### src/gpcfg_map.svh
// Register map, field positions and reset values of the pin config bank
`ifndef GPCFG_MAP_SVH
`define GPCFG_MAP_SVH
`define GPCFG_NPINS        7
`define GPCFG_IDX_LOCK     8'h3e
`define GPCFG_IDX_RING     8'h3f
`define GPCFG_IDX_CARRIER  8'h40
`define GPCFG_IDX_RX       8'h41
`define GPCFG_IDX_TX       8'h42
`define GPCFG_IDX_DSR      8'h43
`define GPCFG_IDX_RTS      8'h44
`define GPCFG_IDX_DATA     8'h50
`define GPCFG_IDX_DDREG    8'h51
`define GPCFG_IDX_STATUS   8'h52
`define GPCFG_IDX_MASK     8'h53
`define GPCFG_IDX_PINS     8'h54
`define GPCFG_BIT_DIR      0
`define GPCFG_BIT_POL      1
`define GPCFG_ALT_LO       2
`define GPCFG_ALT_HI       3
`define GPCFG_BIT_OD       7
`define GPCFG_ALT_GPIO     2'b00
`define GPCFG_ALT_FUNC     2'b01
`define GPCFG_ALT_EDGE     2'b11
`define GPCFG_RST_CFG      8'h01
`define GPCFG_RST_TX       8'h00
`define GPCFG_WMASK        8'h8f
`define GPCFG_EV_EDGE      0
`define GPCFG_EV_DDREG_REJ 1
`define GPCFG_EV_W         2
`endif

### src/gpcfg_pkg.sv
// Types of the pin config bank
package gpcfg_pkg;
    typedef enum logic [1:0] {
        GPCFG_IDLE = 2'b00,
        GPCFG_DATA = 2'b01
    } gpcfg_phase_t;
    typedef logic [7:0] gpcfg_byte_t;
endpackage
### src/gpcfg_bank.sv
// AHB-Lite slave holding seven pin configuration registers
//
// Local design decision: the AHB-Lite interface to the registers.
`include "gpcfg_map.svh"
module gpcfg_bank (
    input  wire logic                   hclk,
    input  wire logic                   hresetn,
    input  wire logic                   hsel,
    input  wire logic [31:0]            haddr,
    input  wire logic [1:0]             htrans,
    input  wire logic                   hwrite,
    input  wire logic [2:0]             hsize,
    input  wire logic [31:0]            hwdata,
    input  wire logic                   hready,
    output logic      [31:0]            hrdata,
    output logic                        hreadyout,
    output logic                        hresp,
    input  wire logic [6:0]             pin_i,
    output logic      [6:0]             pin_o,
    output logic      [6:0]             pin_oe_n,
    output logic                        port2_ring_indicator_n,
    output logic                        port2_carrier_detect_n,
    output logic                        port2_receive_data,
    input  wire logic                   port2_transmit_data,
    output logic                        port2_data_set_ready_n,
    input  wire logic                   port2_request_to_send_n,
    output gpcfg_pkg::gpcfg_byte_t      disable_register,
    output logic                        irq
);
    import gpcfg_pkg::*;

    typedef struct packed {
        gpcfg_phase_t      phase;
        logic              wr;
        logic [7:0]        idx;
        logic [6:0][7:0]   cfg;
        logic [6:0]        data;
        gpcfg_byte_t       ddreg;
        logic [2:0]        status;
        logic [2:0]        mask;
        logic [6:0]        s1;
        logic [6:0]        s2;
        logic              lock_prev;
        logic [31:0]       rdata;
    } gpcfg_state_t;

    gpcfg_state_t st;
    gpcfg_state_t next_st;

    logic [6:0] force_in;
    logic [6:0] alt_drives;
    logic [6:0] alt_out;
    logic [6:0] pin_value;
    logic       lock_sel;
    logic       edge_sel;
    logic       edge_ev;
    logic       ddreg_locked;

    // Register index from a byte address: printed offsets are word indexes
    function automatic logic [7:0] word_idx(input logic [31:0] a);
        return a[9:2];
    endfunction

    function automatic logic is_func(input logic [7:0] c);
        return c[`GPCFG_ALT_HI:`GPCFG_ALT_LO] == `GPCFG_ALT_FUNC;
    endfunction

    always_comb begin
        lock_sel     = is_func(st.cfg[0]);
        edge_sel     = st.cfg[0][`GPCFG_ALT_HI:`GPCFG_ALT_LO]
                       == `GPCFG_ALT_EDGE;
        edge_ev      = edge_sel && (st.s2[0] != st.lock_prev);
        ddreg_locked = lock_sel && st.s2[0];
        force_in     = {6'b00_0000, lock_sel};
        alt_drives   = {is_func(st.cfg[6]), 1'b0, is_func(st.cfg[4]),
                        4'b0000};
        alt_out      = {port2_request_to_send_n, 1'b0,
                        port2_transmit_data, 4'b0000};
    end

    genvar g;
    generate
        for (g = 0; g < `GPCFG_NPINS; g++) begin : g_pin
            gpcfg_pin u_pin (
                .cfg        (st.cfg[g]),
                .force_in   (force_in[g]),
                .data_bit   (st.data[g]),
                .alt_out    (alt_out[g]),
                .alt_drives (alt_drives[g]),
                .pin_sync   (st.s2[g]),
                .pin_o      (pin_o[g]),
                .pin_oe_n   (pin_oe_n[g]),
                .pin_value  (pin_value[g])
            );
        end
    endgenerate

    // Inputs idle high when their pin is not routed to port 2
    always_comb begin
        port2_ring_indicator_n = is_func(st.cfg[1]) ? pin_value[1] : 1'b1;
        port2_carrier_detect_n = is_func(st.cfg[2]) ? pin_value[2] : 1'b1;
        port2_receive_data     = is_func(st.cfg[3]) ? pin_value[3] : 1'b1;
        port2_data_set_ready_n = is_func(st.cfg[5]) ? pin_value[5] : 1'b1;
        disable_register       = st.ddreg;
        hreadyout              = 1'b1;
        hresp                  = 1'b0;
        hrdata                 = st.rdata;
        irq                    = |(st.status & st.mask);
    end

    always_comb begin
        logic [7:0]  wb;
        logic [31:0] rd;
        logic [2:0]  ev;
        logic [7:0]  ri;
        next_st = st;
        wb = hwdata[7:0];
        rd = 32'h0000_0000;
        ev = 3'b000;
        ri = word_idx(haddr);
        next_st.s1 = pin_i;
        next_st.s2 = st.s1;
        next_st.lock_prev = st.s2[0];
        ev[`GPCFG_EV_EDGE] = edge_ev;
        // Data phase write
        if (st.phase == GPCFG_DATA && st.wr) begin
            if (st.idx == `GPCFG_IDX_LOCK) begin
                next_st.cfg[0] = wb & `GPCFG_WMASK;
                if (lock_sel) begin
                    next_st.cfg[0][`GPCFG_ALT_HI:`GPCFG_ALT_LO] =
                        `GPCFG_ALT_FUNC;
                end
            end else if (st.idx >= `GPCFG_IDX_RING &&
                         st.idx <= `GPCFG_IDX_RTS) begin
                next_st.cfg[3'(st.idx - `GPCFG_IDX_LOCK)] =
                    wb & `GPCFG_WMASK;
            end else if (st.idx == `GPCFG_IDX_DATA) begin
                next_st.data = wb[6:0];
            end else if (st.idx == `GPCFG_IDX_DDREG) begin
                if (ddreg_locked) begin
                    ev[`GPCFG_EV_DDREG_REJ] = 1'b1;
                end else begin
                    next_st.ddreg = wb;
                end
            end else if (st.idx == `GPCFG_IDX_STATUS) begin
                next_st.status = st.status & ~wb[2:0];
            end else if (st.idx == `GPCFG_IDX_MASK) begin
                next_st.mask = wb[2:0];
            end
        end
        // Set wins over a clear in the same cycle
        next_st.status = next_st.status | ev;
        // Address phase; reads look at next_st so that a read right
        // behind a write returns the value that write just landed
        next_st.phase = GPCFG_IDLE;
        if (hsel && hready && htrans[1]) begin
            next_st.phase = GPCFG_DATA;
            next_st.wr    = hwrite;
            next_st.idx   = ri;
            if (ri >= `GPCFG_IDX_LOCK && ri <= `GPCFG_IDX_RTS) begin
                rd = {24'h00_0000, next_st.cfg[3'(ri - `GPCFG_IDX_LOCK)]};
            end else if (ri == `GPCFG_IDX_DATA) begin
                rd = {25'h000_0000, next_st.data};
            end else if (ri == `GPCFG_IDX_DDREG) begin
                rd = {24'h00_0000, next_st.ddreg};
            end else if (ri == `GPCFG_IDX_STATUS) begin
                rd = {29'h0000_0000, next_st.status};
            end else if (ri == `GPCFG_IDX_MASK) begin
                rd = {29'h0000_0000, next_st.mask};
            end else if (ri == `GPCFG_IDX_PINS) begin
                rd = {24'h00_0000, ddreg_locked, pin_value};
            end
            next_st.rdata = rd;
        end
    end

    always_ff @(posedge hclk or negedge hresetn) begin
        if (!hresetn) begin
            st           <= '0;
            st.cfg[0]    <= `GPCFG_RST_CFG;
            st.cfg[1]    <= `GPCFG_RST_CFG;
            st.cfg[2]    <= `GPCFG_RST_CFG;
            st.cfg[3]    <= `GPCFG_RST_CFG;
            st.cfg[4]    <= `GPCFG_RST_TX;
            st.cfg[5]    <= `GPCFG_RST_CFG;
            st.cfg[6]    <= `GPCFG_RST_CFG;
            st.s1        <= 7'h7f;
            st.s2        <= 7'h7f;
            st.lock_prev <= 1'b1;
        end else begin
            st <= next_st;
        end
    end

    // Write mask keeps these clear on every pin
    generate
        for (g = 0; g < `GPCFG_NPINS; g++) begin : g_rsv

        end
    endgenerate
endmodule // gpcfg_bank

### src/gpcfg_pin.sv
// One pin: config decode, polarity, direction and driver type
`include "gpcfg_map.svh"
module gpcfg_pin (
    input  wire logic [7:0] cfg,
    input  wire logic       force_in,
    input  wire logic       data_bit,
    input  wire logic       alt_out,
    input  wire logic       alt_drives,
    input  wire logic       pin_sync,
    output logic            pin_o,
    output logic            pin_oe_n,
    output logic            pin_value
);
    logic out_mode;
    logic pol;
    logic src;
    logic drv;
    always_comb begin
        out_mode  = !cfg[`GPCFG_BIT_DIR] && !force_in;
        pol       = cfg[`GPCFG_BIT_POL] && !force_in;
        src       = (alt_drives ? alt_out : data_bit) ^ pol;
        pin_value = pin_sync ^ pol;
        drv       = out_mode && (!cfg[`GPCFG_BIT_OD] || !src);
        pin_o     = src;
        pin_oe_n  = !drv;
    end
endmodule // gpcfg_pin

### config.mk
export PLATFORM = sky130hd
export DESIGN_NAME = gpcfg_bank
export DESIGN_NICKNAME = d
export VERILOG_FILES = /design/src/gpcfg_pkg.sv /design/src/gpcfg_bank.sv /design/src/gpcfg_pin.sv
export VERILOG_INCLUDE_DIRS = /design/src /design/src/src
export SDC_FILE = /design/constraint.sdc
export NUM_CORES = 1
export LEC_CHECK = 0
export BUFFER_PORTS_ARGS = -buffer_cell sky130_fd_sc_hd__buf_2
export CAP_MARGIN = 20
export CORE_UTILIZATION = 50
export CTS_BUF_LIST = sky130_fd_sc_hd__clkbuf_4 sky130_fd_sc_hd__clkbuf_8
export DETAILED_ROUTE_END_ITERATION = 6
export PLACE_DENSITY_LB_ADDON = 0.3
export RECOVER_POWER = 50
export SKIP_CTS_REPAIR_TIMING = 1
export SLEW_MARGIN = 20
export SYNTH_ARGS = -nofsm -noshare
export SYNTH_HDL_FRONTEND = slang
export SYNTH_SLANG_ARGS = --single-unit
### constraint.sdc
create_clock -name hclk -period 2.6 [get_ports hclk]
set_input_delay 0.26 -clock hclk [delete_from_list [all_inputs] [get_ports hclk]]
set_output_delay 0.26 -clock hclk [all_outputs]
set_load 0.005 [all_outputs]
# Word-level counts from Yosys, hierarchy flattened
# Cells that the tools add are included.
# totals
register_bits	135
# op_classes
addsub	2
order_cmp	7
eq_ne	20
mux	39
bitwise	18
reduce_logical	54
# ops
cell	count
$mux W8	11
$mux W77	1
$eq A8 B7 Y1 const B	9
$bwmux W56	1
$mux W56	1
$mux W48	1
$mux W21	2
$logic_not A1 Y1	29
$bmux W8 S3	1
$demux W8 S3	1
$logic_and A1 B1 Y1	17
$eq A2 B1 Y1 const B	8
$ge A8 B6 Y1 const B	2
$le A8 B7 Y1 const B	2
$mux W14	1
$xor A1 B1 Y1	14
$mux W1	12
$mux W10	1
$mux W3	3
$eq A8 B6 Y1 const B	1
$lt A3 B4 Y1 const B	2
$logic_or A1 B1 Y1	7
$mux W7	1
$and A3 B3 Y3	2
9 further kinds	10

# Logic depth before layout (Yosys ltp)
# depth
ltp_word	14
ltp_mapped	9
mapped_depth_nobuf	8

# By module
# Synthesis repeated with hierarchy kept, for this count alone.
# unflattened
hier_cells	577
hier_area_um2	5933.2
# modules_own_cells
module	n_inst	cells_per_inst	area_per_inst_um2
gpcfg_bank	1	535	5547.8
gpcfg_pin	7	6	55.1

# Least setup slack after synthesis
# OpenSTA, ideal clock, no wires.
# synth_timing
path_kind	reg-to-reg
start	reg st[129] (netlist name)
end	reg st (netlist bit hrdata[0])
arrival_time_ns	2.571
required_ns	2.474
setup_slack_ns	-0.097
stages_incl_launch_ff	8
path_cell_list	dfrtp_1 -> or4b_4 -> a211oi_2 -> mux2_2 -> nor2_1 -> o21ai_0 -> a221o_1 -> a221o_1
# synth_rtl
element	line	rtl
start: declaration	gpcfg_bank.sv:47	gpcfg_state_t st;
start signal: assignment	gpcfg_bank.sv:191	st <= next_st;

==> metrics.md <==
| Metric | Value |
|---|---|
| Final Cycle Share | 1.01 |
| Largest net degree at the start of global routing | 74 |
| Top cells by count, synth | 89 x dfrtp_1, 56 x buf_4, 43 x nand2_1 |
| Vias in the first global route | 4048 |
| Dpl cell area | 6160 um^2 |
| Chip width | 108 um |
| CTS Buf Count | 9 |
| Post-Layout Inst Area | 6520 um^2 |
| Fin util | 0.598 |
| Worst EP arrival | 2900 ps |
| Place WS | -162 ps |
| Worst R2R End | hrdata[0] |
| Most frequent cell after synthesis | dfrtp_1 |
| Grt ovf | 0 |
| Nets | 679 |
| Synth Cell Area | 5630 um^2 |
| Initial Utilization | 0.517 |
| Reg-to-reg slack, setup | -30 ps |
| Run status | complete, but fails checks |
| TritonRoute pass-1 iters | 5 |
| Count of cell types in the netlist | 70 |
| Num rows | 38 |
| Fin. Hold Viols | 0 |
| Startpoint Class | flip-flop |
| Iteration-0 DRC Markers | 247 |
| Detailed Route WL | 14.1 mm |
| Hpwl dp | 10.4 mm |
| Worst-Margin Slew | 982 ps |
| Crit. Startpoint | st[129] |
| RSZ-0062 raised after global routing | true |
| Max IR drop VDD | 0.375 mV |
| YS warnings | 0 |
| Failing checks | setup timing |
| Die area | 11700 um^2 |
| Filler cells | 883 |
| Max FO, Critical Path | 4 |
| Cell count after synthesis | 509 |
| Setup crit end kind | flip-flop |
| Final worst slack | -29.6 ps |
| Syn-to-layout area delta | 15.6% |
| Area of the core | 10900 um^2 |
| Final Wtd Congestion | 0.886 |
| Leakage | 3.06 nW |
| N_diodes | 0 |
| Reg clk slew, reported paths | 90 ps |
| Asr flop ratio synth | 1.00 |
| Clock Sink Count | 110 |
| Ys flop type | dfrtp_1 |
| Clk_lat worst skew | 380 ps |
| Yosys top cell by area | dfrtp_1 |
| Post-synth top area share | 0.395 |
| Fmax | 380 MHz |
| IO buf count | 65 |
| Worst EP required | 2870 ps |
| DRC | 0 |
| Die height | 108 um |
| Top-level I/O count | 144 |
| DR vias | 4140 |
| Root Buffer | clkbuf_8 |
| Avg Cell Area, Syn | 11.1 um^2 |
| First-pass GRT wire length | 21.5 mm |
| RR Startpoint | st[129] |
| Fin crit period | 2630 ps |
| Routed WL per cell | 19.1 um |
| Sequential fraction of the synthesis area | 0.493 |
| Setup CP Type | flip-flop to flip-flop |
| Power, Total | 3.43 mW |
| Setup Viol. Count Final | 3 |
| EDFF count, synth | 0 |
| Initial antenna violation count | 0 |
| Clock Tree Buf Depth | 2 |
| Final Max Slew Viols | 0 |
| Fraction of layout cells with a size suffix above 1 | 0.363 |
| Synth Register Bits | 110 |
| H-tree Lvls | 3 |
| CTS tree | built |
| Power Density | 526 nW/um^2 |
| Crit path to | hrdata[0] |
| Post-route antenna net violation count | 0 |
| Global Route Usage Sum | 0.255 |
| Layout Skew | 7.82 ps |
| Max_slew headroom | 0.346 |
| Worst r2r path cells | 8 |
| MaxCap Viol Count | 0 |
| Top post-synthesis cells by area | dfrtp_1 40%, dfstp_2 9.8%, mux2_2 8.0% |
| Post-DR vias/cell | 5.59 |
| Hold Path Class | primary input to flip-flop |
state kept, by name (all words and copies together) (netlist names):
name              count
st                   86
disable_register      8
hrdata                8
next_st               8
cells by family (layout without fill, tap and decap cells):
family / after synthesis / count (layout) / synth area share
buffers and inverters: 90 / 157 / 0.0984
flip-flops: 110 / 110 / 0.493
AND/OR/NAND/NOR: 147 / 147 / 0.146
other: 2 / 26 / 0.00133
AO/OA/AOI/OAI: 84 / 84 / 0.107
XOR/XNOR: 15 / 15 / 0.0233
multiplexers: 60 / 60 / 0.128
adder cells (fa/ha/maj): 1 / 1 / 0.00222
placed cells by master, fill, tap and decap left out, drive strengths merged, types with 3 or more instances in the layout:
| master | count |
|---|---|
| a2111oi | 5 |
| a21o | 9 |
| a21oi | 15 |
| a221o | 4 |
| a31oi | 5 |
| and2 | 22 |
| and3 | 4 |
| buf | 104 |
| clkbuf | 31 |
| conb | 26 |
| dfrtp | 89 |
| dfstp | 21 |
| dlygate4sd3 | 8 |
| inv | 12 |
| mux2 | 45 |
| mux2i | 11 |
| mux4 | 4 |
| nand2 | 44 |
| nand3 | 19 |
| nand3b | 6 |
| nand4 | 6 |
| nor2 | 18 |
| nor2b | 6 |
| nor3 | 5 |
| nor4 | 3 |
| o21ai | 18 |
| o31ai | 3 |
| xnor2 | 11 |
| xor2 | 4 |
worst min path at each step:
stage                        from                  end  slack, ps  cells after the start
after floorplan           hresetn  disable_register[0]        -40                      0
after global placement    hresetn  disable_register[6]        270                      1
after detailed placement  hresetn               st[67]        270                      1
after CTS                 hresetn               st[67]       -160                      1
after global routing       hwrite              st[132]         90                      3
final                      hwrite              st[132]         90                      3
per-layer routing:
metal  vias to the layer above  part of all wire  GRT usage
li1                       1884                 -          -
met3                        30             0.066     0.0440
met4                         0             0.027      0.119
met1                      2047              0.44      0.346
met2                       179              0.47      0.398
met5                         -                 0          0
cell type report:
class,instances,area [um^2],area share
Timing Repair Buffer,128,821,0.126
Multi-Input combinational cell,333,2490,0.382
Clock buffer,15,175,0.0269
Tap cell,140,175,0.0269
Inverter,13,48.8,0.00749
Clock inverter,1,30.0,0.00461
Sequential cell,110,2780,0.427
report_power, final:
part / total (mW) / switching (mW) / internal (mW)
clock: 1.07 / 0.547 / 0.528
combinational: 0.505 / 0.289 / 0.216
sequential: 1.85 / 0.0470 / 1.80
critical path, cell delays in order, from the launching register on:
cell     delay, ps
dfrtp_1        390
or4b_4         590
o21ai_4        140
buf_12         160
nand2_4         70
mux2_4         310
mux2_4         260
a221o_1        300
a221o_1        290
through the flow:
stage,hold WS [ps],cells,setup TNS [ps]
global placement,266,712,-379
detailed placement,268,712,-543
global route,94.3,740,-322
finish,87.6,740,-61.5
floorplan,-35.6,533,0
CTS,-156,728,-714
(Power assumes the default switching activity.)
